### src/core/tbsl_pkg.sv
// tbsl_pkg: constants and carrier types for the tile boot and security loader
// assumes a single 25 MHz clock domain
package tbsl_pkg;
  localparam int          CLK_MHZ         = 25;
  localparam int          INIT_MAX_US     = 150;
  localparam int          INIT_CYCLES     = INIT_MAX_US * CLK_MHZ;
  localparam int          OTP_SECTORS     = 4;
  localparam int          OTP_ROWS        = 512;
  localparam int          OTP_AW          = 11;
  localparam int          RAM_AW          = 16;
  localparam int          FIFO_DEPTH      = 16;
  localparam logic [31:0] SKIP_CODE       = 32'h0d15ab1e;
  localparam logic [31:0] CRC_POLY        = 32'hedb88320;
  localparam logic [31:0] CRC_PRESET      = 32'hffffffff;
  localparam logic [31:0] SEC_RESET       = 32'h00000000;
  localparam logic [RAM_AW-1:0] RAM_BASE  = 16'h0000;
  localparam logic [OTP_AW-1:0] SEC_ROW   = 11'h000;
  localparam logic [OTP_AW-1:0] OTP_BASE  = 11'h000;
  localparam int          B_JTAG_OFF      = 0;
  localparam int          B_LINK_OFF      = 1;
  localparam int          B_SEC_BOOT      = 5;
  localparam int          B_REDUNDANT     = 7;
  localparam int          B_SECT_LOCK0    = 8;
  localparam int          B_MASTER_LOCK   = 12;
  localparam int          B_JTAG_OTP_OFF  = 13;
  localparam int          B_DEBUG_OFF     = 14;
  localparam int          GP_LO           = 15;
  localparam int          GP_HI           = 21;
  localparam int          UC_LO           = 22;
  localparam int          UC_HI           = 31;
  localparam int          SECT_MSB        = 10;
  localparam int          SECT_LSB        = 9;

  typedef enum logic [8:0] {
    TBSL_IDLE   = 9'h001,
    TBSL_SECRD  = 9'h002,
    TBSL_SECWT  = 9'h004,
    TBSL_LEN    = 9'h008,
    TBSL_PROG   = 9'h010,
    TBSL_CHECK  = 9'h020,
    TBSL_VERIFY = 9'h040,
    TBSL_RUN    = 9'h080,
    TBSL_FAIL   = 9'h100
  } tbsl_state_e;

  typedef struct packed {
    logic              valid;
    logic              from_otp;
    logic [OTP_AW-1:0] addr;
  } tbsl_rd_req_s;

  typedef struct packed {
    logic              valid;
    logic [OTP_AW-1:0] addr;
    logic [31:0]       data;
  } tbsl_prog_req_s;
endpackage : tbsl_pkg

### src/core/tbsl_loader.sv
// tbsl_loader: boot image loader and security gating for one tile
// assumes a byte-wide read stream from flash/otp with one byte per request,
// and a word-wide ram write port that always accepts
`timescale 1ns/100ps

module tbsl_fifo #(
  parameter int WIDTH = 8,
  parameter int DEPTH = 16
) (
  input  wire logic             clk_in,
  input  wire logic             rstn_in,
  input  wire logic             s_valid_in,
  output logic                  s_ready_out,
  input  wire logic [WIDTH-1:0] s_data_in,
  output logic                  m_valid_out,
  input  wire logic             m_ready_in,
  output logic      [WIDTH-1:0] m_data_out
);
  localparam int AW = $clog2(DEPTH);
  logic [WIDTH-1:0] mem_reg [DEPTH];
  logic [AW-1:0]    wr_reg;
  logic [AW-1:0]    rd_reg;
  logic [AW:0]      cnt_reg;
  logic             push;
  logic             pop;

  // full once DEPTH entries are held
  assign s_ready_out = (cnt_reg != (AW+1)'(DEPTH));
  assign m_valid_out = (cnt_reg != '0);
  assign m_data_out  = mem_reg[rd_reg];
  assign push        = s_valid_in && s_ready_out;
  assign pop         = m_valid_out && m_ready_in;

  always_ff @(posedge clk_in) begin
    if (push) begin
      mem_reg[wr_reg] <= s_data_in;
    end
  end

  always_ff @(posedge clk_in) begin
    if (!rstn_in) begin
      wr_reg  <= '0;
      rd_reg  <= '0;
      cnt_reg <= '0;
    end else begin
      if (push) begin
        wr_reg <= wr_reg + AW'(1);
      end
      if (pop) begin
        rd_reg <= rd_reg + AW'(1);
      end
      cnt_reg <= cnt_reg + (AW+1)'(push) - (AW+1)'(pop);
    end
  end
endmodule : tbsl_fifo

module tbsl_loader
  import tbsl_pkg::*;
#(
  parameter int INIT_LIMIT = INIT_CYCLES
) (
  input  wire logic              clk_in,
  input  wire logic              rstn_in,
  // byte read port toward flash or otp
  output tbsl_rd_req_s           rd_req_out,
  input  wire logic              rd_ready_in,
  input  wire logic              rd_valid_in,
  input  wire logic [7:0]        rd_byte_in,
  // security word row from otp, one word per request
  input  wire logic              sec_valid_in,
  input  wire logic [31:0]       sec_word_in,
  // ram write port
  output logic                   ram_we_out,
  output logic      [RAM_AW-1:0] ram_addr_out,
  output logic      [31:0]       ram_data_out,
  // processor start
  output logic                   run_out,
  output logic      [RAM_AW-1:0] start_pc_out,
  output logic                   boot_otp_out,
  output logic                   boot_fail_out,
  output logic                   boot_started_out,
  output logic      [31:0]       tile_security_config_out,
  // otp programming request from the programming agent
  input  tbsl_prog_req_s         prog_req_in,
  output tbsl_prog_req_s         prog_req_out,
  output logic                   prog_reject_out,
  output logic                   otp_redundant_out,
  // test port and link access requests
  input  wire logic              jtag_state_req_in,
  input  wire logic              jtag_otp_req_in,
  input  wire logic              link_ps_req_in,
  input  wire logic              debug_n_in,
  output logic                   jtag_state_gnt_out,
  output logic                   jtag_otp_gnt_out,
  output logic                   link_ps_gnt_out,
  output logic                   debug_req_out,
  output logic      [9:0]        test_port_user_code_out,
  output logic      [6:0]        sec_gp_out
);
  tbsl_state_e  state_reg;
  logic [31:0]  sec_reg;
  logic [31:0]  crc_reg;
  logic [31:0]  shift_reg;
  logic [1:0]   bcnt_reg;
  logic [31:0]  len_reg;
  logic [31:0]  wcnt_reg;
  logic [RAM_AW-1:0] waddr_reg;
  logic [OTP_AW-1:0] raddr_reg;
  logic [12:0]  init_reg;
  logic [31:0]  sec_meta_reg;
  logic [31:0]  sec_sync_reg;
  logic         sec_vmeta_reg;
  logic         sec_vsync_reg;
  logic         sec_vhold_reg;
  // bytes requested and not yet consumed
  logic [4:0]   cred_reg;
  logic [2:0]   pin_meta_reg;
  logic [2:0]   pin_sync_reg;
  logic         dbg_meta_reg;
  logic         dbg_sync_reg;
  logic         f_valid;
  logic         f_ready;
  logic [7:0]   f_byte;
  logic         s_ready;
  logic [31:0]  word_next;
  logic [31:0]  crc_next;
  logic         inflow;
  logic [1:0]   lock_sel;

  tbsl_fifo #(.WIDTH(8), .DEPTH(FIFO_DEPTH)) u_fifo (
    .clk_in      (clk_in),
    .rstn_in     (rstn_in),
    .s_valid_in  (rd_valid_in),
    .s_ready_out (s_ready),
    .s_data_in   (rd_byte_in),
    .m_valid_out (f_valid),
    .m_ready_in  (f_ready),
    .m_data_out  (f_byte)
  );

  // bytes assemble lsb first into a word
  assign word_next = {f_byte, shift_reg[31:8]};
  assign inflow    = (state_reg == TBSL_LEN) || (state_reg == TBSL_PROG) ||
                     (state_reg == TBSL_CHECK);
  assign f_ready   = inflow;

  // bytewise reflected crc32
  always_comb begin
    crc_next = crc_reg ^ {24'h000000, f_byte};
    for (int i = 0; i < 8; i++) begin
      crc_next = crc_next[0] ? ((crc_next >> 1) ^ CRC_POLY)
                             : (crc_next >> 1);
    end
  end

  // security row and access request pins from outside pass two flops
  always_ff @(posedge clk_in) begin
    if (!rstn_in) begin
      sec_meta_reg  <= '0;
      sec_sync_reg  <= '0;
      sec_vmeta_reg <= 1'b0;
      sec_vsync_reg <= 1'b0;
      sec_vhold_reg <= 1'b0;
      pin_meta_reg  <= '0;
      pin_sync_reg  <= '0;
      dbg_meta_reg  <= 1'b1;
      dbg_sync_reg  <= 1'b1;
    end else begin
      sec_meta_reg  <= sec_word_in;
      sec_sync_reg  <= sec_meta_reg;
      sec_vmeta_reg <= sec_valid_in;
      sec_vsync_reg <= sec_vmeta_reg;
      sec_vhold_reg <= sec_vsync_reg;
      pin_meta_reg  <= {link_ps_req_in, jtag_otp_req_in, jtag_state_req_in};
      pin_sync_reg  <= pin_meta_reg;
      dbg_meta_reg  <= debug_n_in;
      dbg_sync_reg  <= dbg_meta_reg;
    end
  end

  // boot sequencer
  always_ff @(posedge clk_in) begin
    if (!rstn_in) begin
      state_reg <= TBSL_IDLE;
      sec_reg   <= SEC_RESET;
      crc_reg   <= CRC_PRESET;
      shift_reg <= '0;
      bcnt_reg  <= '0;
      len_reg   <= '0;
      wcnt_reg  <= '0;
      waddr_reg <= RAM_BASE;
      raddr_reg <= OTP_BASE;
      init_reg  <= '0;
    end else begin
      if (init_reg != 13'(INIT_LIMIT)) begin
        init_reg <= init_reg + 13'h0001;
      end
      if (inflow && f_valid) begin
        shift_reg <= word_next;
        bcnt_reg  <= bcnt_reg + 2'h1;
        if (state_reg != TBSL_CHECK) begin
          crc_reg <= crc_next;
        end
      end
      case (state_reg)
        TBSL_IDLE: begin
          state_reg <= TBSL_SECRD;
        end
        TBSL_SECRD: begin
          state_reg <= TBSL_SECWT;
        end
        TBSL_SECWT: begin
          // a second valid cycle lets every word bit settle before capture
          if (sec_vsync_reg && sec_vhold_reg) begin
            sec_reg   <= sec_sync_reg;
            raddr_reg <= OTP_BASE;
            state_reg <= TBSL_LEN;
          end
        end
        TBSL_LEN: begin
          if (f_valid && bcnt_reg == 2'h3) begin
            len_reg   <= word_next;
            wcnt_reg  <= '0;
            waddr_reg <= RAM_BASE;
            state_reg <= (word_next == '0) ? TBSL_CHECK : TBSL_PROG;
          end
        end
        TBSL_PROG: begin
          if (f_valid && bcnt_reg == 2'h3) begin
            waddr_reg <= waddr_reg + RAM_AW'(1);
            wcnt_reg  <= wcnt_reg + 32'h00000001;
            if (wcnt_reg + 32'h00000001 == len_reg) begin
              state_reg <= TBSL_CHECK;
            end
          end
        end
        TBSL_CHECK: begin
          if (f_valid && bcnt_reg == 2'h3) begin
            state_reg <= TBSL_VERIFY;
          end
        end
        TBSL_VERIFY: begin
          if (shift_reg == SKIP_CODE || shift_reg == ~crc_reg) begin
            state_reg <= TBSL_RUN;
          end else begin
            state_reg <= TBSL_FAIL;
          end
        end
        TBSL_RUN: state_reg <= TBSL_RUN;
        TBSL_FAIL: state_reg <= TBSL_FAIL;
        default: state_reg <= TBSL_IDLE;
      endcase
      if (rd_req_out.valid && rd_ready_in) begin
        raddr_reg <= raddr_reg + OTP_AW'(1);
      end
    end
  end

  // capping outstanding bytes at the fifo depth keeps a slow answer
  // from overrunning the fifo
  always_ff @(posedge clk_in) begin
    if (!rstn_in) begin
      cred_reg <= '0;
    end else begin
      cred_reg <= cred_reg + 5'(inflow && rd_req_out.valid && rd_ready_in) -
                  5'(inflow && f_valid);
    end
  end

  // byte requests only while fifo has room
  always_ff @(posedge clk_in) begin
    if (!rstn_in) begin
      rd_req_out <= '0;
    end else begin
      rd_req_out.valid    <= (state_reg == TBSL_SECRD) || (inflow && s_ready &&
                             cred_reg != 5'(FIFO_DEPTH) &&
                             !(rd_req_out.valid && rd_ready_in));
      rd_req_out.from_otp <= (state_reg == TBSL_SECRD) ||
                             sec_reg[B_SEC_BOOT];
      rd_req_out.addr     <= (state_reg == TBSL_SECRD) ? SEC_ROW : raddr_reg;
    end
  end

  // ram write and start
  always_ff @(posedge clk_in) begin
    if (!rstn_in) begin
      ram_we_out       <= 1'b0;
      ram_addr_out     <= RAM_BASE;
      ram_data_out     <= '0;
      run_out          <= 1'b0;
      start_pc_out     <= RAM_BASE;
      boot_fail_out    <= 1'b0;
      boot_otp_out     <= 1'b0;
      boot_started_out <= 1'b0;
    end else begin
      ram_we_out       <= (state_reg == TBSL_PROG) && f_valid &&
                          bcnt_reg == 2'h3;
      ram_addr_out     <= waddr_reg;
      ram_data_out     <= word_next;
      run_out          <= (state_reg == TBSL_RUN);
      start_pc_out     <= RAM_BASE;
      boot_fail_out    <= (state_reg == TBSL_FAIL);
      boot_otp_out     <= sec_reg[B_SEC_BOOT];
      boot_started_out <= (state_reg != TBSL_IDLE);
    end
  end

  // otp sectors are 512 rows: sector index is the top address bits
  assign lock_sel = prog_req_in.addr[SECT_MSB:SECT_LSB];

  // programming gate and access gating
  always_ff @(posedge clk_in) begin
    if (!rstn_in) begin
      prog_req_out       <= '0;
      prog_reject_out    <= 1'b0;
      jtag_state_gnt_out <= 1'b0;
      jtag_otp_gnt_out   <= 1'b0;
      link_ps_gnt_out    <= 1'b0;
      debug_req_out      <= 1'b0;
    end else begin
      prog_req_out.addr  <= prog_req_in.addr;
      prog_req_out.data  <= prog_req_in.data;
      prog_req_out.valid <= prog_req_in.valid && !sec_reg[B_MASTER_LOCK] &&
                            !sec_reg[B_SECT_LOCK0 + lock_sel];
      prog_reject_out    <= prog_req_in.valid && (sec_reg[B_MASTER_LOCK] ||
                            sec_reg[B_SECT_LOCK0 + lock_sel]);
      jtag_state_gnt_out <= pin_sync_reg[0] && !sec_reg[B_JTAG_OFF];
      jtag_otp_gnt_out   <= pin_sync_reg[1] && !sec_reg[B_JTAG_OTP_OFF] &&
                            !sec_reg[B_JTAG_OFF];
      link_ps_gnt_out    <= pin_sync_reg[2] && !sec_reg[B_LINK_OFF];
      debug_req_out      <= !dbg_sync_reg && !sec_reg[B_DEBUG_OFF];
    end
  end

  // security word views
  always_ff @(posedge clk_in) begin
    if (!rstn_in) begin
      tile_security_config_out <= SEC_RESET;
      otp_redundant_out        <= 1'b0;
      test_port_user_code_out  <= '0;
      sec_gp_out               <= '0;
    end else begin
      tile_security_config_out <= sec_reg;
      otp_redundant_out        <= sec_reg[B_REDUNDANT];
      test_port_user_code_out  <= sec_reg[UC_HI:UC_LO];
      sec_gp_out               <= sec_reg[GP_HI:GP_LO];
    end
  end
endmodule : tbsl_loader

### config.mk
export PLATFORM = sky130hd
export DESIGN_NAME = tbsl_loader
export DESIGN_NICKNAME = d
export VERILOG_FILES = /design/src/core/tbsl_pkg.sv /design/src/core/tbsl_loader.sv
export SDC_FILE = /design/constraint.sdc
export NUM_CORES = 1
export LEC_CHECK = 0
export BUFFER_PORTS_ARGS = -buffer_cell sky130_fd_sc_hd__clkbuf_2
export CAP_MARGIN = 20
export CORE_MARGIN = 2
export CORE_UTILIZATION = 50
export CTS_CLUSTER_DIAMETER = 60
export DETAILED_ROUTE_END_ITERATION = 8
export GPL_TIMING_DRIVEN = 1
export MAX_ROUTING_LAYER = met4
export PLACE_DENSITY_LB_ADDON = 0.15
export SLEW_MARGIN = 25
export SYNTH_ARGS = -nofsm -noshare
export SYNTH_HDL_FRONTEND = slang
export SYNTH_HIERARCHICAL = 1
export SYNTH_SLANG_ARGS = --single-unit
### constraint.sdc
create_clock -name clk_in -period 7.9 [get_ports clk_in]
set_input_delay 1.58 -clock clk_in [delete_from_list [all_inputs] [get_ports clk_in]]
set_output_delay 1.58 -clock clk_in [all_outputs]
set_load 0.05 [all_outputs]
==> results.cfg <==
[outcome]
status = finished, final reports clean

[route]
routed_wl_mm = 53.3
drt_iter0_drc = 1203
wl_per_cell_um = 17.9
vias = 15800
ant_nets = 0
drc_errors = 0
dr.pass1.iters = 5
vias_per_cell = 5.33

[power_and_ir_drop]
ir_drop_mv = 0.217
power_uw = 6520
powerDensity_mw_per_mm2 = 252
p_leak_uw = 0.0101

[logic_synthesis]
synth_ff_type = dfxtp_1
syn_inst = 2140
synth_seq_cells = 569
synth_edf_count = 128
async_flop_share_pct = 0
avgSynthCellArea_um2 = 10.5
synth_cell_types = 71
post-synth-top-area-cell = dfxtp_1
syn-cell-area_mm2 = 0.0224
ys.warnings.count = 6
ys_seq_area_share_pct = 56.6
synth_area_leaders = dfxtp_1 (39%), edfxtp_1 (17%), and2_1 (6.2%)
synth_top_area_share_pct = 39.4

[cts]
cts-htree-levels = 2
cts-hold-fix-buffers = 0
postCtsSetupBuffers = 0
cts_buffers = 59
path_clk_slew_ns = 0.06
cts_tree = done
cts.sinks = 569
ctsResizeCount = 0
cts_buffer_depth = 3
cts-root-buf = clkbuf_16
clock_latency_ns = 0.61

[timing]
drv_slew = 0
hold_viol = 0
relSlewSlack_pct = 24.5
final.period_utilization_pct = 52.9
final.setup.tns_ns = 0
fin_crit_ns = 4.18
fmax_ghz = 0.239
skew_ns = 0.0179
setup_viol = 0
rsz0062_at_grt = no
worstMarginPinSlew_ns = 1.13

[worst_setup_path]
crit_chain = buf_4 -> mux4_2 -> a22oi_1 -> nand2_1 -> xnor2_1 -> xnor2_1 -> xnor2_1 -> xor2_1 -> xnor2_1 -> o211ai_1
end_kind = register
crit_fanout = 20
crit_path_frequent_cell = xnor2_1
crit_family = XOR/XNOR gates
startpoint_type = register
critical_path.max_stage_delay_ns = 0.72
crit_buf_inv = 1
crit_required_ns = 8.33
critical-path-slowest-cell = dfxtp_1
arrival_ns = 4.61
critPathKind = register to register

[die]
start_util_pct = 50.6
dieWidth_um = 216
die_area_mm2 = 0.0465
placementRows = 77
core_mm2 = 0.0442
die_h_um = 216
pin_count = 274

[global_route]
grt_pass1_wl_mm = 83.8
grt_usage_pct = 23.4
antenna_found_initial = 1
grt_pass1_vias = 14800
grt_max_degree = 122
grt-ovfl-total = 0

[layout]
mostFrequentLayoutCells = dfxtp_1 (440), nand2_1 (286), clkbuf_2 (260)
nNetsFinal = 2450
n_antenna_cell = 0
drive_gt1_share_pct = 17.6
final_common_cell = dfxtp_1
area_growth_pct = 15.5
fin_area_mm2 = 0.0258
postLayoutCoreUtil_pct = 58.5
fill_cells = 3771
largest_reg_flops = 128

[flow_run]
drv_cap = 0

[min_path]
min_path_type = register to register

[placement]
place_area_mm2 = 0.0238
hpwl_mm = 35.2
portBuffers = 257
routabilityCongestion = 0.899
[kinds of logic after synthesis]
kind of cell,Yosys count,synth area share (%)
compound gates,308,8.08
xor+xnor,167,6.53
fa+ha+maj,23,1.35
mux,38,3.83
flops,569,56.6
simple gates,849,19.5
buf+inv,185,4.10
other cells,1,0.0168
[through the flow]
step / hold slack, ns / setup slack, ns / instances
6_report: 0.397 / 3.72 / 2973
5_1_grt: 0.424 / 3.43 / 2973
2_1_floorplan: 0.373 / 4.41 / 2155
4_1_cts: 0.398 / 3.42 / 2972
3_5_place_dp: 0.381 / 3.45 / 2864
3_3_place_gp: 0.378 / 3.56 / 2864
[layout make-up]
cell class | count | area [um2] | area share [%]
Timing Repair Buffer | 277 | 1460 | 5.66
Tap cell | 592 | 741 | 2.87
Inverter | 26 | 103 | 0.397
Clock buffer | 80 | 1670 | 6.46
Sequential cell | 569 | 12700 | 49.0
Clock inverter | 28 | 330 | 1.28
Multi-Input combinational cell | 1401 | 8870 | 34.3
[layer usage]
metal  vias to the layer above  track usage, %  wire length [um]
met5                         -               -                 0
met1                      7638            31.2             23800
met4                         0            8.07              1670
met2                       411            36.3             25300
met3                        96            3.89              2600
li1                       7702               -                 -
[path summary, 6_finish.rpt]
path	from	endpoint	slack, ns	cells after the start
setup / recovery	register	crc_reg[20]$_SDFFE_PN1P_	3.72	10
hold / removal	dbg_sync_reg$_SDFF_PN1_	debug_req_out$_SDFF_PN0_	0.40	1
setup reg to reg	register	crc_reg[20]$_SDFFE_PN1P_	3.72	10
hold reg to reg	dbg_sync_reg$_SDFF_PN1_	debug_req_out$_SDFF_PN0_	0.40	1
[cell usage after synthesis (all sizes together), types with 7 or more instances]
| master | n |
|---|---|
| nand3 | 37 |
| nand4 | 29 |
| o21ai | 62 |
| nand2 | 287 |
| and2 | 222 |
| nor3 | 34 |
| inv | 26 |
| o211ai | 37 |
| and3 | 37 |
| ha | 21 |
| nor2 | 118 |
| xor2 | 46 |
| nor2b | 8 |
| nor4 | 34 |
| edfxtp | 128 |
| a21oi | 147 |
| mux4 | 33 |
| xnor2 | 121 |
| clkbuf | 101 |
| buf | 55 |
| a31oi | 9 |
| dfxtp | 441 |
| nand2b | 7 |
| a22oi | 23 |
[worst reg2reg max path, cell delays in order, from the launching register on]
cell,delay [ns]
dfxtp_1,0.72
buf_4,0.41
mux4_2,0.35
a22oi_1,0.19
nand2_1,0.23
xnor2_1,0.56
xnor2_1,0.37
xnor2_1,0.63
xor2_1,0.30
xnor2_1,0.15
o211ai_1,0.10
[where the power goes]
part | switching, uW | total, uW | internal [uW]
registers | 30.0 | 3070 | 3040
logic | 391 | 622 | 231
clock network | 1150 | 2820 | 1680
total | 1570 | 6520 | 4950
No activity file was read; power rests on OpenSTA's default activity.
